### src/shared/tmpwm_pkg.sv
// Package for the period timer and PWM block: register offsets, field positions, reset values.
// Assumes an 8-bit register port with byte-wide offsets as printed.
package tmpwm_pkg;
    // Register offsets
    localparam logic [7:0] ADDR_INTERRUPT_CONTROL = 8'h0b;
    localparam logic [7:0] ADDR_PERIPHERAL_IRQ_FLAGS = 8'h0c;
    localparam logic [7:0] ADDR_TIMER_COUNT = 8'h11;
    localparam logic [7:0] ADDR_TIMER_CONTROL = 8'h12;
    localparam logic [7:0] ADDR_COMPARE_LOW_BYTE = 8'h15;
    localparam logic [7:0] ADDR_COMPARE_HIGH_BYTE = 8'h16;
    localparam logic [7:0] ADDR_COMPARE_CONTROL = 8'h17;
    localparam logic [7:0] ADDR_COMPARE_PIN_DIRECTION = 8'h87;
    localparam logic [7:0] ADDR_PERIPHERAL_IRQ_ENABLES = 8'h8c;
    localparam logic [7:0] ADDR_TIMER_PERIOD = 8'h92;
    // Field positions
    localparam int TIMER_ON_BIT = 2;
    localparam int POSTSCALE_LSB = 3;
    localparam int PRESCALE_LSB = 0;
    localparam int DUTY_LSB_POS = 4;
    localparam int TIMER_MATCH_FLAG_BIT = 1;
    localparam int COMPARE_PIN_DIR_BIT = 2;
    // Implemented-bit masks; other bits read as zero
    localparam logic [7:0] MASK_TIMER_CONTROL = 8'h7f;
    localparam logic [7:0] MASK_COMPARE_CONTROL = 8'h3f;
    localparam logic [7:0] MASK_IRQ_BITS = 8'h4f;
    localparam logic [7:0] MASK_PIN_DIRECTION = 8'h05;
    // PWM mode selects compare_control_r bits 3:2 = 11
    localparam logic [1:0] PWM_MODE_CODE = 2'h3;
    // Reset values
    localparam logic [7:0] RST_ZERO = 8'h00;
    localparam logic [7:0] RST_TIMER_PERIOD = 8'hff;
    localparam logic [7:0] RST_PIN_DIRECTION = 8'h05;
    // Instruction clock is a quarter of the block clock
    localparam int INSTR_DIV = 4;
    localparam logic [1:0] INSTR_DIV_LAST = 2'h3;
endpackage

### src/tmpwm_prescaler.sv
// Prescaler: divides instruction-clock ticks by 1, 4 or 16.
// Assumes tick_in is a one-cycle pulse in the clock_in domain.
module tmpwm_prescaler (
    // Clock and reset
    input wire logic clock_in,
    input wire logic rstn_in,
    // Control
    input wire logic tick_in,
    input wire logic clear_in,
    input wire logic [1:0] sel_in,
    // Divided tick
    output logic tick_out
);
    logic [3:0] cnt_r;
    logic [3:0] cnt_nxt;
    logic [3:0] last;

    ////////////////////////////////////////////////////////////////////////
    // Terminal count per code; 10 and 11 both give 16
    always_comb begin
        case (sel_in)
            2'h0: last = 4'h0;
            2'h1: last = 4'h3;
            default: last = 4'hf;
        endcase
        cnt_nxt = cnt_r;
        tick_out = 1'b0;
        if (clear_in) begin
            cnt_nxt = 4'h0;
        end else if (tick_in) begin
            if (cnt_r >= last) begin
                cnt_nxt = 4'h0;
                tick_out = 1'b1;
            end else begin
                cnt_nxt = cnt_r + 4'h1;
            end
        end
    end

    always_ff @(posedge clock_in or negedge rstn_in) begin
        if (!rstn_in) begin
            cnt_r <= 4'h0;
        end else begin
            cnt_r <= cnt_nxt;
        end
    end
endmodule

### src/tmpwm_timer2_pwm.sv
// Period timer with prescaler, postscaler, match flag and 10-bit PWM output.
// Assumes a single 125 MHz clock; the instruction clock is derived as clock/4.
module tmpwm_timer2_pwm (
    // Clock and reset
    input wire logic clock_in,
    input wire logic rstn_in,
    // Register port
    input wire logic [7:0] addr_in,
    input wire logic [7:0] wdata_in,
    input wire logic wr_in,
    input wire logic rd_in,
    output logic [7:0] rdata_out,
    // PWM pin
    output logic compare_pin_out,
    output logic compare_pin_oe_out,
    // Timer match interrupt request
    output logic timer_irq_out
);
    ////////////////////////////////////////////////////////////////////////
    // State
    // Software-visible registers, each with its next value
    logic [7:0] timer_count_r, timer_count_nxt;
    logic [7:0] timer_period_r, timer_period_nxt;
    logic [7:0] timer_control_r, timer_control_nxt;
    logic [7:0] compare_low_byte_r, compare_low_byte_nxt;
    logic [7:0] compare_high_byte_r, compare_high_byte_nxt;
    logic [7:0] compare_control_r, compare_control_nxt;
    logic [7:0] compare_pin_direction_r, compare_pin_direction_nxt;
    logic [7:0] interrupt_control_r, interrupt_control_nxt;
    logic [7:0] peripheral_irq_flags_r, peripheral_irq_flags_nxt;
    logic [7:0] peripheral_irq_enables_r, peripheral_irq_enables_nxt;
    // Time base: instruction phase, sub-count, postscaler, latched duty and pin level
    logic [1:0] instr_cnt_r, instr_cnt_nxt;
    logic [1:0] sub_r, sub_nxt;
    logic [3:0] post_cnt_r, post_cnt_nxt;
    logic [7:0] duty_hi_r, duty_hi_nxt;
    logic [1:0] duty_lo_r, duty_lo_nxt;
    logic pwm_r, pwm_nxt;
    logic [7:0] rdata_r, rdata_nxt;

    // Decoded controls and single-cycle events
    logic timer_on;
    logic instr_tick;
    logic pre_tick;
    logic match;
    logic post_event;
    logic pwm_mode;
    logic [9:0] count10;

    assign timer_on = timer_control_r[tmpwm_pkg::TIMER_ON_BIT];
    assign pwm_mode = compare_control_r[3:2] == tmpwm_pkg::PWM_MODE_CODE;
    // Instruction clock tick, a quarter of the block clock
    assign instr_tick = instr_cnt_r == tmpwm_pkg::INSTR_DIV_LAST;
    assign match = timer_count_r == timer_period_r;

    ////////////////////////////////////////////////////////////////////////
    // Prescaler, held clear while the timer is off so it restarts cleanly
    tmpwm_prescaler u_pre (
        .clock_in(clock_in),
        .rstn_in(rstn_in),
        .tick_in(instr_tick & timer_on),
        .clear_in(~timer_on),
        .sel_in(timer_control_r[tmpwm_pkg::PRESCALE_LSB +: 2]),
        .tick_out(pre_tick)
    );

    ////////////////////////////////////////////////////////////////////////
    // Counter, postscaler and PWM generation
    always_comb begin
        instr_cnt_nxt = instr_cnt_r + 2'h1;
        timer_count_nxt = timer_count_r;
        sub_nxt = sub_r;
        post_cnt_nxt = post_cnt_r;
        post_event = 1'b0;
        duty_hi_nxt = duty_hi_r;
        duty_lo_nxt = duty_lo_r;
        pwm_nxt = pwm_r;
        // 10-bit time base: count above a 2-bit phase. At prescale 1 the phase is the
        // block clock within the instruction cycle, so the duty LSBs are exact; at the
        // coarser prescales the instruction ticks since the last prescaled tick stand in
        if (timer_control_r[tmpwm_pkg::PRESCALE_LSB +: 2] == 2'h0) begin
            count10 = {timer_count_r, instr_cnt_r};
        end else begin
            count10 = {timer_count_r, sub_r};
        end
        // Sub-count advances on each instruction tick for 10-bit duty resolution
        if (timer_on && instr_tick) begin
            sub_nxt = sub_r + 2'h1;
        end
        if (pre_tick) begin
            sub_nxt = 2'h0;
            if (match) begin
                timer_count_nxt = 8'h00;
                // Duty is latched at period start so mid-cycle writes never glitch
                duty_hi_nxt = compare_low_byte_r;
                duty_lo_nxt = compare_control_r[tmpwm_pkg::DUTY_LSB_POS +: 2];
                // A zero duty never raises the pin, so no one-clock spike at period start
                pwm_nxt = {compare_low_byte_r, compare_control_r[tmpwm_pkg::DUTY_LSB_POS +: 2]} != 10'h000;
                if (post_cnt_r >= timer_control_r[tmpwm_pkg::POSTSCALE_LSB +: 4]) begin
                    post_cnt_nxt = 4'h0;
                    post_event = 1'b1;
                end else begin
                    post_cnt_nxt = post_cnt_r + 4'h1;
                end
            end else begin
                timer_count_nxt = timer_count_r + 8'h01;
            end
        end
        // Compare one clock ahead: the pin is a flop, so at prescale 1 this lowers it exactly when the
        // time base reaches the duty value rather than one clock late
        if (pwm_r && {1'b0, count10} + 11'h001 >= {1'b0, duty_hi_r, duty_lo_r}) begin
            pwm_nxt = 1'b0;
        end
        // Leaving pulse-width mode drops the pin at once, not at the next period
        if (!pwm_mode) begin
            pwm_nxt = 1'b0;
        end
        // A software write to the count wins over counting; sub-count restarts
        if (wr_in && addr_in == tmpwm_pkg::ADDR_TIMER_COUNT) begin
            timer_count_nxt = wdata_in;
            sub_nxt = 2'h0;
        end
        // Rewriting the control restarts the postscaler so a new ratio counts from zero
        if (wr_in && addr_in == tmpwm_pkg::ADDR_TIMER_CONTROL) begin
            post_cnt_nxt = 4'h0;
        end
    end

    // One register stage for the whole time base, so count, phase and pin move together
    always_ff @(posedge clock_in or negedge rstn_in) begin
        if (!rstn_in) begin
            instr_cnt_r <= 2'h0;
            timer_count_r <= tmpwm_pkg::RST_ZERO;
            sub_r <= 2'h0;
            post_cnt_r <= 4'h0;
            duty_hi_r <= tmpwm_pkg::RST_ZERO;
            duty_lo_r <= 2'h0;
            pwm_r <= 1'b0;
        end else begin
            instr_cnt_r <= instr_cnt_nxt;
            timer_count_r <= timer_count_nxt;
            sub_r <= sub_nxt;
            post_cnt_r <= post_cnt_nxt;
            duty_hi_r <= duty_hi_nxt;
            duty_lo_r <= duty_lo_nxt;
            pwm_r <= pwm_nxt;
        end
    end

    ////////////////////////////////////////////////////////////////////////
    // Register writes; the flag set beats a simultaneous software clear
    always_comb begin
        timer_period_nxt = timer_period_r;
        timer_control_nxt = timer_control_r;
        compare_low_byte_nxt = compare_low_byte_r;
        compare_high_byte_nxt = compare_high_byte_r;
        compare_control_nxt = compare_control_r;
        compare_pin_direction_nxt = compare_pin_direction_r;
        interrupt_control_nxt = interrupt_control_r;
        peripheral_irq_flags_nxt = peripheral_irq_flags_r;
        peripheral_irq_enables_nxt = peripheral_irq_enables_r;
        // Unimplemented bits are masked on the way in, so reads need no masking
        if (wr_in) begin
            case (addr_in)
                tmpwm_pkg::ADDR_TIMER_PERIOD: timer_period_nxt = wdata_in;
                tmpwm_pkg::ADDR_TIMER_CONTROL: timer_control_nxt = wdata_in & tmpwm_pkg::MASK_TIMER_CONTROL;
                tmpwm_pkg::ADDR_COMPARE_LOW_BYTE: compare_low_byte_nxt = wdata_in;
                tmpwm_pkg::ADDR_COMPARE_HIGH_BYTE: compare_high_byte_nxt = wdata_in;
                tmpwm_pkg::ADDR_COMPARE_CONTROL: compare_control_nxt = wdata_in & tmpwm_pkg::MASK_COMPARE_CONTROL;
                tmpwm_pkg::ADDR_COMPARE_PIN_DIRECTION: begin
                    compare_pin_direction_nxt = wdata_in & tmpwm_pkg::MASK_PIN_DIRECTION;
                end
                tmpwm_pkg::ADDR_INTERRUPT_CONTROL: interrupt_control_nxt = wdata_in;
                tmpwm_pkg::ADDR_PERIPHERAL_IRQ_FLAGS: peripheral_irq_flags_nxt = wdata_in & tmpwm_pkg::MASK_IRQ_BITS;
                tmpwm_pkg::ADDR_PERIPHERAL_IRQ_ENABLES: begin
                    peripheral_irq_enables_nxt = wdata_in & tmpwm_pkg::MASK_IRQ_BITS;
                end
                default: begin
                end
            endcase
        end
        // Applied after the decode so the hardware set wins over a software clear
        if (post_event) begin
            peripheral_irq_flags_nxt[tmpwm_pkg::TIMER_MATCH_FLAG_BIT] = 1'b1;
        end
    end

    // Period resets to all ones so a timer started without set-up runs the full range
    always_ff @(posedge clock_in or negedge rstn_in) begin
        if (!rstn_in) begin
            timer_period_r <= tmpwm_pkg::RST_TIMER_PERIOD;
            timer_control_r <= tmpwm_pkg::RST_ZERO;
            compare_low_byte_r <= tmpwm_pkg::RST_ZERO;
            compare_high_byte_r <= tmpwm_pkg::RST_ZERO;
            compare_control_r <= tmpwm_pkg::RST_ZERO;
            compare_pin_direction_r <= tmpwm_pkg::RST_PIN_DIRECTION;
            interrupt_control_r <= tmpwm_pkg::RST_ZERO;
            peripheral_irq_flags_r <= tmpwm_pkg::RST_ZERO;
            peripheral_irq_enables_r <= tmpwm_pkg::RST_ZERO;
        end else begin
            timer_period_r <= timer_period_nxt;
            timer_control_r <= timer_control_nxt;
            compare_low_byte_r <= compare_low_byte_nxt;
            compare_high_byte_r <= compare_high_byte_nxt;
            compare_control_r <= compare_control_nxt;
            compare_pin_direction_r <= compare_pin_direction_nxt;
            interrupt_control_r <= interrupt_control_nxt;
            peripheral_irq_flags_r <= peripheral_irq_flags_nxt;
            peripheral_irq_enables_r <= peripheral_irq_enables_nxt;
        end
    end

    ////////////////////////////////////////////////////////////////////////
    // Read port, data one cycle after the strobe; masks keep unused bits zero
    always_comb begin
        rdata_nxt = 8'h00;
        if (rd_in) begin
            case (addr_in)
                tmpwm_pkg::ADDR_TIMER_COUNT: rdata_nxt = timer_count_r;
                tmpwm_pkg::ADDR_TIMER_PERIOD: rdata_nxt = timer_period_r;
                tmpwm_pkg::ADDR_TIMER_CONTROL: rdata_nxt = timer_control_r;
                tmpwm_pkg::ADDR_COMPARE_LOW_BYTE: rdata_nxt = compare_low_byte_r;
                tmpwm_pkg::ADDR_COMPARE_HIGH_BYTE: rdata_nxt = compare_high_byte_r;
                tmpwm_pkg::ADDR_COMPARE_CONTROL: rdata_nxt = compare_control_r;
                tmpwm_pkg::ADDR_COMPARE_PIN_DIRECTION: rdata_nxt = compare_pin_direction_r;
                tmpwm_pkg::ADDR_INTERRUPT_CONTROL: rdata_nxt = interrupt_control_r;
                tmpwm_pkg::ADDR_PERIPHERAL_IRQ_FLAGS: rdata_nxt = peripheral_irq_flags_r;
                tmpwm_pkg::ADDR_PERIPHERAL_IRQ_ENABLES: rdata_nxt = peripheral_irq_enables_r;
                default: rdata_nxt = 8'h00; // Unmapped reads return zero
            endcase
        end
    end

    // Read data cleared between answers so a stale value is never taken for a reply
    always_ff @(posedge clock_in or negedge rstn_in) begin
        if (!rstn_in) begin
            rdata_r <= 8'h00;
        end else begin
            rdata_r <= rdata_nxt;
        end
    end

    ////////////////////////////////////////////////////////////////////////
    // Outputs; the pin is driven only while its direction bit is clear
    assign rdata_out = rdata_r;
    // The pin level is meaningful outside only while the enable drives it
    assign compare_pin_out = pwm_r;
    assign compare_pin_oe_out = ~compare_pin_direction_r[tmpwm_pkg::COMPARE_PIN_DIR_BIT];
    // Request needs flag, its enable, and peripheral (bit 6) plus global (bit 7) enables
    assign timer_irq_out = peripheral_irq_flags_r[tmpwm_pkg::TIMER_MATCH_FLAG_BIT]
        & peripheral_irq_enables_r[tmpwm_pkg::TIMER_MATCH_FLAG_BIT]
        & interrupt_control_r[6] & interrupt_control_r[7];
endmodule

### config.mk
export PLATFORM = sky130hd
export DESIGN_NAME = tmpwm_timer2_pwm
export DESIGN_NICKNAME = d
export VERILOG_FILES = /design/src/shared/tmpwm_pkg.sv /design/src/tmpwm_prescaler.sv /design/src/tmpwm_timer2_pwm.sv
export SDC_FILE = /design/constraint.sdc
export NUM_CORES = 1
export LEC_CHECK = 0
export CORE_ASPECT_RATIO = 0.6
export CORE_MARGIN = 3
export CORE_UTILIZATION = 35
export CTS_CLUSTER_SIZE = 16
export DETAILED_ROUTE_END_ITERATION = 16
export DONT_BUFFER_PORTS = 1
export MAX_ROUTING_LAYER = met4
export PLACE_DENSITY = 0.5
export SYNTH_ARGS = -nofsm -noshare
export SYNTH_HDL_FRONTEND = slang
export SYNTH_SLANG_ARGS = --single-unit
### constraint.sdc
create_clock -name clock_in -period 2.78 [get_ports clock_in]
set_input_delay 0.556 -clock clock_in [delete_from_list [all_inputs] [get_ports clock_in]]
set_output_delay 0.556 -clock clock_in [all_outputs]
set_load 0.01 [all_outputs]
==> results of run 1 <==
-- worst paths after layout --
path,cells past startpoint,slack [ns],endpoint,startpoint
max in group asynchronous,1,2.30,compare_pin_out$_DFFE_PN0P_,rstn_in
hold reg to reg,1,0.50,instr_cnt_r[0]$_DFF_PN0_,instr_cnt_r[0]$_DFF_PN0_
setup reg to reg,9,0.21,post_cnt_r[3]$_DFFE_PN0P_,timer_control_r[0]$_DFFE_PN0P_
setup / recovery,9,0.21,post_cnt_r[3]$_DFFE_PN0P_,timer_control_r[0]$_DFFE_PN0P_
hold / removal,0,0.05,timer_period_r[2]$_DFFE_PN1P_,rstn_in
min in group clock_in,2,0.32,timer_control_r[3]$_DFFE_PN0P_,wdata_in[3]
-- synthesized netlist by cell type, drive strengths merged (2+ instances only) --
master   n
a211oi   2
a21boi   2
a21oi   23
a221oi   6
a22o     2
a22oi   15
a31oi    7
a32oi    2
and2     4
and3     8
and4     2
buf     12
clkbuf  13
dfrtp   86
dfstp   10
ha      23
inv     25
mux2    61
mux2i   13
nand2   48
nand2b   4
nand3   12
nand3b   4
nand4    6
nor2    20
nor2b   11
nor3     5
nor3b    4
nor4     3
o21ai   29
o22ai    3
or2      2
or3      2
or3b     2
or4b     2
xnor2   12
xor2     4
-- layout make-up --
class / instances / share of cell area, %
inverter: 25 / 1.587
multi-input combinational: 354 / 45.39
tap: 198 / 4.190
clock buffer: 10 / 3.872
clock inverter: 6 / 1.248
timing repair buffer: 20 / 2.878
sequential: 96 / 40.84
-- logic make-up after synthesis --
group | count (synthesis) | share of synthesized area, %
and+or+nand+nor | 141 | 14.34
AOI/OAI and AO/OA | 100 | 12.10
DFF | 96 | 45.60
muxes | 74 | 16.00
buffers and inverters | 50 | 3.875
adders and majority gates | 23 | 5.435
xor gates and xnor gates | 16 | 2.646
-- worst register-to-register path, cell delays in order (launching register included) --
cell and delay, ns:
dfrtp_1 0.39, nor2_2 0.22, inv_1 0.12, buf_4 0.16, ha_1 0.26, o21ai_0 0.11, a211oi_2 0.43, nand2_2 0.14
or4_1 0.52, a21oi_1 0.15
-- routing by layer --
metal / up-vias / share of wire, % / GRT usage, %
met4: 0 / 0.60 / 3.093
met3: 9 / 9.5 / 5.558
met5: - / 0 / -
li1: 1813 / - / -
met2: 140 / 38 / 22.99
met1: 1992 / 52 / 29.98
-- where the power goes --
group,switching (W),internal (W)
Sequential,0.0000705,0.00146
Combinational,0.000283,0.000260
Clock,0.000576,0.000712
-- state kept, by name (all words and copies together), names as in the netlist, 4 cells and up --
signal and count:
rdata_out 8, interrupt_control_r 8, timer_count_r 8, peripheral_irq_flags_r 5
compare_control_r 6, timer_period_r 8, compare_high_byte_r 8, post_cnt_r 4
duty_hi_r 8, timer_control_r 7, u_pre.cnt_r 4, peripheral_irq_enables_r 5
compare_low_byte_r 8
-- through the flow --
stage / instances / instance area (µm²) / setup WS [ns] / hold slack (ns)
floorplan: 500 / 5295 / 0.3312 / 0.2604
global placement: 692 / 5574 / 0.1126 / 0.2659
detailed placement: 692 / 5574 / 0.06750 / 0.2661
CTS: 709 / 5904 / 0.03454 / 0.04057
global route: 709 / 5913 / 0.008012 / 0.03843
finish: 709 / 5913 / 0.2145 / 0.05293
-- timing repair --
action | 4_1_cts | 5_1_grt
hold buffers | 1 | 0
hold endpoints to repair | 86 | 0
gates resized for setup | 0 | 4
setup endpoints to repair | 0 | 4
==> metrics.csv, run 1 <==
metric;value;unit
clkSinkCount;96;
cpLargestDelayFamily;simple AND/OR/NAND/NOR gates;
crit_required;3.05;ns
path_cells;nor2_2, inv_1, buf_4, ha_1, o21ai_0, a211oi_2, nand2_2, or4_1, a21oi_1;
ctsHtreeMaxLevel;3;
yosysWarnings;0;
grt_pass1_vias;3690;
drc;0;
grt_pass1_wl;22.79;mm
syn2layout_area_growth;11.67;%
cts_root_buf;clkbuf_16;
syn_inst;500;
max-clock-path-buffers;2;
cts_buffers;9;
ys_seq_area_share;45.60;%
status;complete, no violations;
layout_common_cells;dfrtp_1, mux2_2, nand2_1, o21ai_0, inv_1;
path_buf_inv;2;
via_per_inst;5.577;
finalSetupTns;0;ns
crit_slowest_cell;or4_1;
hpwl;10.73;mm
postRouteAntennaNets;0;
total_power;0.003365;W
multi_input_area;2684;µm²
fill_cells;1437;
crit_path_end_kind;register;
rows;34;
worst-setup-path-type;reg -> reg;
nets;549;
synth_top_cell_area_share;40.64;%
syn_nets;543;
io_buffers;0;
cp_max_fo;5;
final_common_cell;dfrtp_1;
crit_path_start_kind;register;
synth_enable_flop_cells;0;
core_area;14630;µm²
synth-seq-cells;96;
grt_max_degree;87;
synth_top_area_cell;dfrtp_1;
ir_worst_vdd;0.0002611;V
synth.area.top_cells;dfrtp_1, mux2_2, ha_1;
slowest_delay;0.52;ns
drtPass1Iterations;6;
finalWirelength;14.67;mm
seqCellArea;2415;µm²
clock_skew;0.009551;ns
place_congestion;0.8934;
hold_path.class;in -> async;
synth_flop_cell;dfrtp_1;
clkTransAtPathRegs;0.07;ns
p_leak;2.633;nW
cp_data_arrival_time;2.83;ns
cap_viol_max_count;0;
worstMarginPinSlew;0.5946;ns
slew-limit-headroom;59.94;%
postLayoutCoreUtil;40.41;%
vias;3954;
overflow;0;
final.period_utilization;92.28;%
dieHeight;101.3;µm
synthesis.area;5295;µm²
slew_violations;0;
wl_per_cell;20.69;µm
dieArea;16690;µm²
grt_usage;18.84;%
tritoncts;built;
yosys.cell_types.count;59;
antenna_found_initial;0;
start_util;36.18;%
finalSetupViolations;0;
fmax;0.3898;GHz
drt-initial-drc-count;349;
cts_setup_buffers;0;
chipWidth;164.8;µm
syn_avg_cell_area;10.59;µm²
hold_viol;0;
synthArstFlopShare;100.0;%
min_period;2.566;ns
layout-drive-gt1-share;24.27;%
num_antenna_cells;0;
insertion_delay;0.35;ns
powerDensity;569.1;nW/µm²
ios;31;
rsz0062_at_grt;false;
No activity file was read; power rests on OpenSTA's default activity.
==> inputs of run 2 (changes only) <==
--- a/config.mk
+++ b/config.mk
@@ -15,4 +15,5 @@
 export PLACE_DENSITY = 0.5
 export SYNTH_ARGS = -nofsm -noshare
 export SYNTH_HDL_FRONTEND = slang
+export SYNTH_HIERARCHICAL = 1
 export SYNTH_SLANG_ARGS = --single-unit
==> metrics.csv, run 2 <==
metric;value;unit
grt_pass1_vias;4047;
via_per_inst;5.680;
ys_seq_area_share;44.97;%
crit_path_end_kind;register;
synth-simple-area-share;16.19;%
nets;564;
netlist_top_cells_count;dfrtp_1, mux2_2, nand2_1, nor2_1, inv_1;
tritoncts;built;
synth_enable_flop_cells;0;
start_util;36.38;%
grt_usage;18.90;%
slew-limit-headroom;58.18;%
syn_nets;558;
rsz0062_at_grt;false;
worst-setup-path-type;reg -> reg;
crit_top_cell;nor2_1;
finalSetupTns;0;ns
dr_wl_met2;5.691;mm
path_buf_inv;2;
grt_pass1_wl;24.01;mm
place_congestion;0.8832;
core_area;14760;µm²
min_period;2.669;ns
reg2regPathDepth;11;
synth.area.top_cells;dfrtp_1, mux2_2, ha_1;
finalWirelength;15.31;mm
synth_flop_cell;dfrtp_1;
cts_root_buf;clkbuf_16;
layout-drive-gt1-share;25.10;%
synthesis.area;5370;µm²
yosysWarnings;6;
synthArstFlopShare;100.0;%
io_buffers;0;
synth_top_area_cell;dfrtp_1;
dieHeight;101.9;µm
crit_path_start_kind;register;
powerDensity;644.1;nW/µm²
fmax;0.3747;GHz
overflow;0;
postRouteAntennaNets;0;
layout_common_cells;dfrtp_1, mux2_2, nand2_1, nor2_1, inv_1;
crit_required;3.06;ns
wirelength_met1;8.041;mm
clock_skew;0.006759;ns
max-clock-path-buffers;2;
synth_fa_ha_area_share;5.359;%
vias;4112;
drt-initial-drc-count;470;
ir_worst_vdd;0.0002821;V
rows;34;
top_layer_used;met4;
r2r-start;timer_control_r[0]$_DFFE_PN0P_;
antenna_found_initial;1;
worstMarginPinSlew;0.6250;ns
chipWidth;165.9;µm
slew_violations;0;
cpLargestDelayFamily;simple AND/OR/NAND/NOR gates;
final_common_cell;dfrtp_1;
hold_viol;0;
synth_top_cell_area_share;40.07;%
wl_met3;1.456;mm
num_antenna_cells;0;
drtPass1Iterations;6;
cap_viol_max_count;0;
slowest_delay;0.53;ns
synth.most_common_cell;dfrtp_1;
syn_avg_cell_area;10.43;µm²
final.period_utilization;95.99;%
synth_compound_area_share;12.21;%
synth-seq-cells;96;
dieArea;16910;µm²
hold_path.class;in -> async;
insertion_delay;0.35;ns
synth_top_family_by_area;simple AND/OR/NAND/NOR gates;
hpwl;11.18;mm
clkTransAtPathRegs;0.07;ns
finalSetupViolations;0;
cp_data_arrival_time;2.95;ns
ctsHtreeMaxLevel;3;
wl_per_cell;21.15;µm
status;complete, no violations;
p_leak;2.716;nW
clkSinkCount;96;
cp_max_fo;7;
cts_buffers;9;
crit_slowest_cell;or4_4;
yosys.cell_types.count;59;
place_area;5664;µm²
drc;0;
syn_inst;515;
post-route-cell-area;6077;µm²
synth.area.mux_share;13.96;%
grt_max_degree;87;
path_cells;or2_4, ha_1, nand2b_4, a2111oi_4, nor4b_2, buf_4, clkinvlp_4, or4_4, a22oi_2, nor2_1, nor2_1;
synthXorXnorAreaFrac;2.936;%
ios;31;
timing.rr.end;timer_count_r[6]$_DFFE_PN0P_;
syn2layout_area_growth;13.16;%
r2r_slack;0.11;ns
==> run 2: metal layers <==
| metal | track usage (%) | up-vias |
|---|---|---|
| met5 | - | - |
| met4 | 3.387 | 0 |
| met2 | 23.56 | 154 |
| li1 | - | 1877 |
| met3 | 5.373 | 16 |
| met1 | 29.64 | 2065 |
==> run 2: worst max-delay path by stage <==
| stage | start | end | cells after the start |
|---|---|---|---|
| floorplan | timer_control_r[1]$_DFFE_PN0P_ | timer_count_r[7]$_DFFE_PN0P_ | 10 |
| global placement | timer_control_r[0]$_DFFE_PN0P_ | post_cnt_r[2]$_DFFE_PN0P_ | 10 |
| detailed placement | timer_control_r[1]$_DFFE_PN0P_ | compare_pin_out$_DFFE_PN0P_ | 10 |
| CTS | timer_control_r[1]$_DFFE_PN0P_ | compare_pin_out$_DFFE_PN0P_ | 10 |
| global route | timer_control_r[1]$_DFFE_PN0P_ | timer_count_r[6]$_DFFE_PN0P_ | 11 |
| finish | timer_control_r[0]$_DFFE_PN0P_ | timer_count_r[6]$_DFFE_PN0P_ | 11 |
==> run 2: cell families after synthesis <==
family / Yosys count
buffers and inverters: 60
AOI/OAI and AO/OA: 95
adders and majority gates: 23
and+or+nand+nor: 156
xor gates and xnor gates: 18
muxes: 67
DFF: 96
==> run 2: area by class of cell <==
cell class	instances	area (µm²)
clock buffer	10	239.0
clock inverter	6	90.09
fill	1446	8685
inverter	30	116.4
multi-input combinational	359	2749
sequential	96	2415
tap	198	247.7
timing repair buffer	25	220.2
==> run 2: per-stage QoR <==
step                instances  utilization, %  total power [W]  hold slack [ns]  worst slack (ns)
finish                    724           41.17         0.003915          0.05277            0.1115
global route              724           41.17         0.004148          0.03550          0.002832
CTS                       720           40.79         0.003927          0.04093           0.09011
detailed placement        703           38.37         0.002502           0.2664           0.07757
global placement          703           38.37         0.002480           0.2653            0.1636
floorplan                 515               -         0.002267           0.2604            0.1059
==> run 2: what timing repair did <==
action	4_1_cts	5_1_grt
hold endpoints to repair	86	0
hold buffers	1	0
resized for setup	0	7
setup buffers	0	4
endpoints found under the setup margin	0	3
==> run 2: power by group <==
part | switching (W) | internal (W)
Clock | 0.000565 | 0.000819
Sequential | 0.000138 | 0.00151
Combinational | 0.000471 | 0.000411
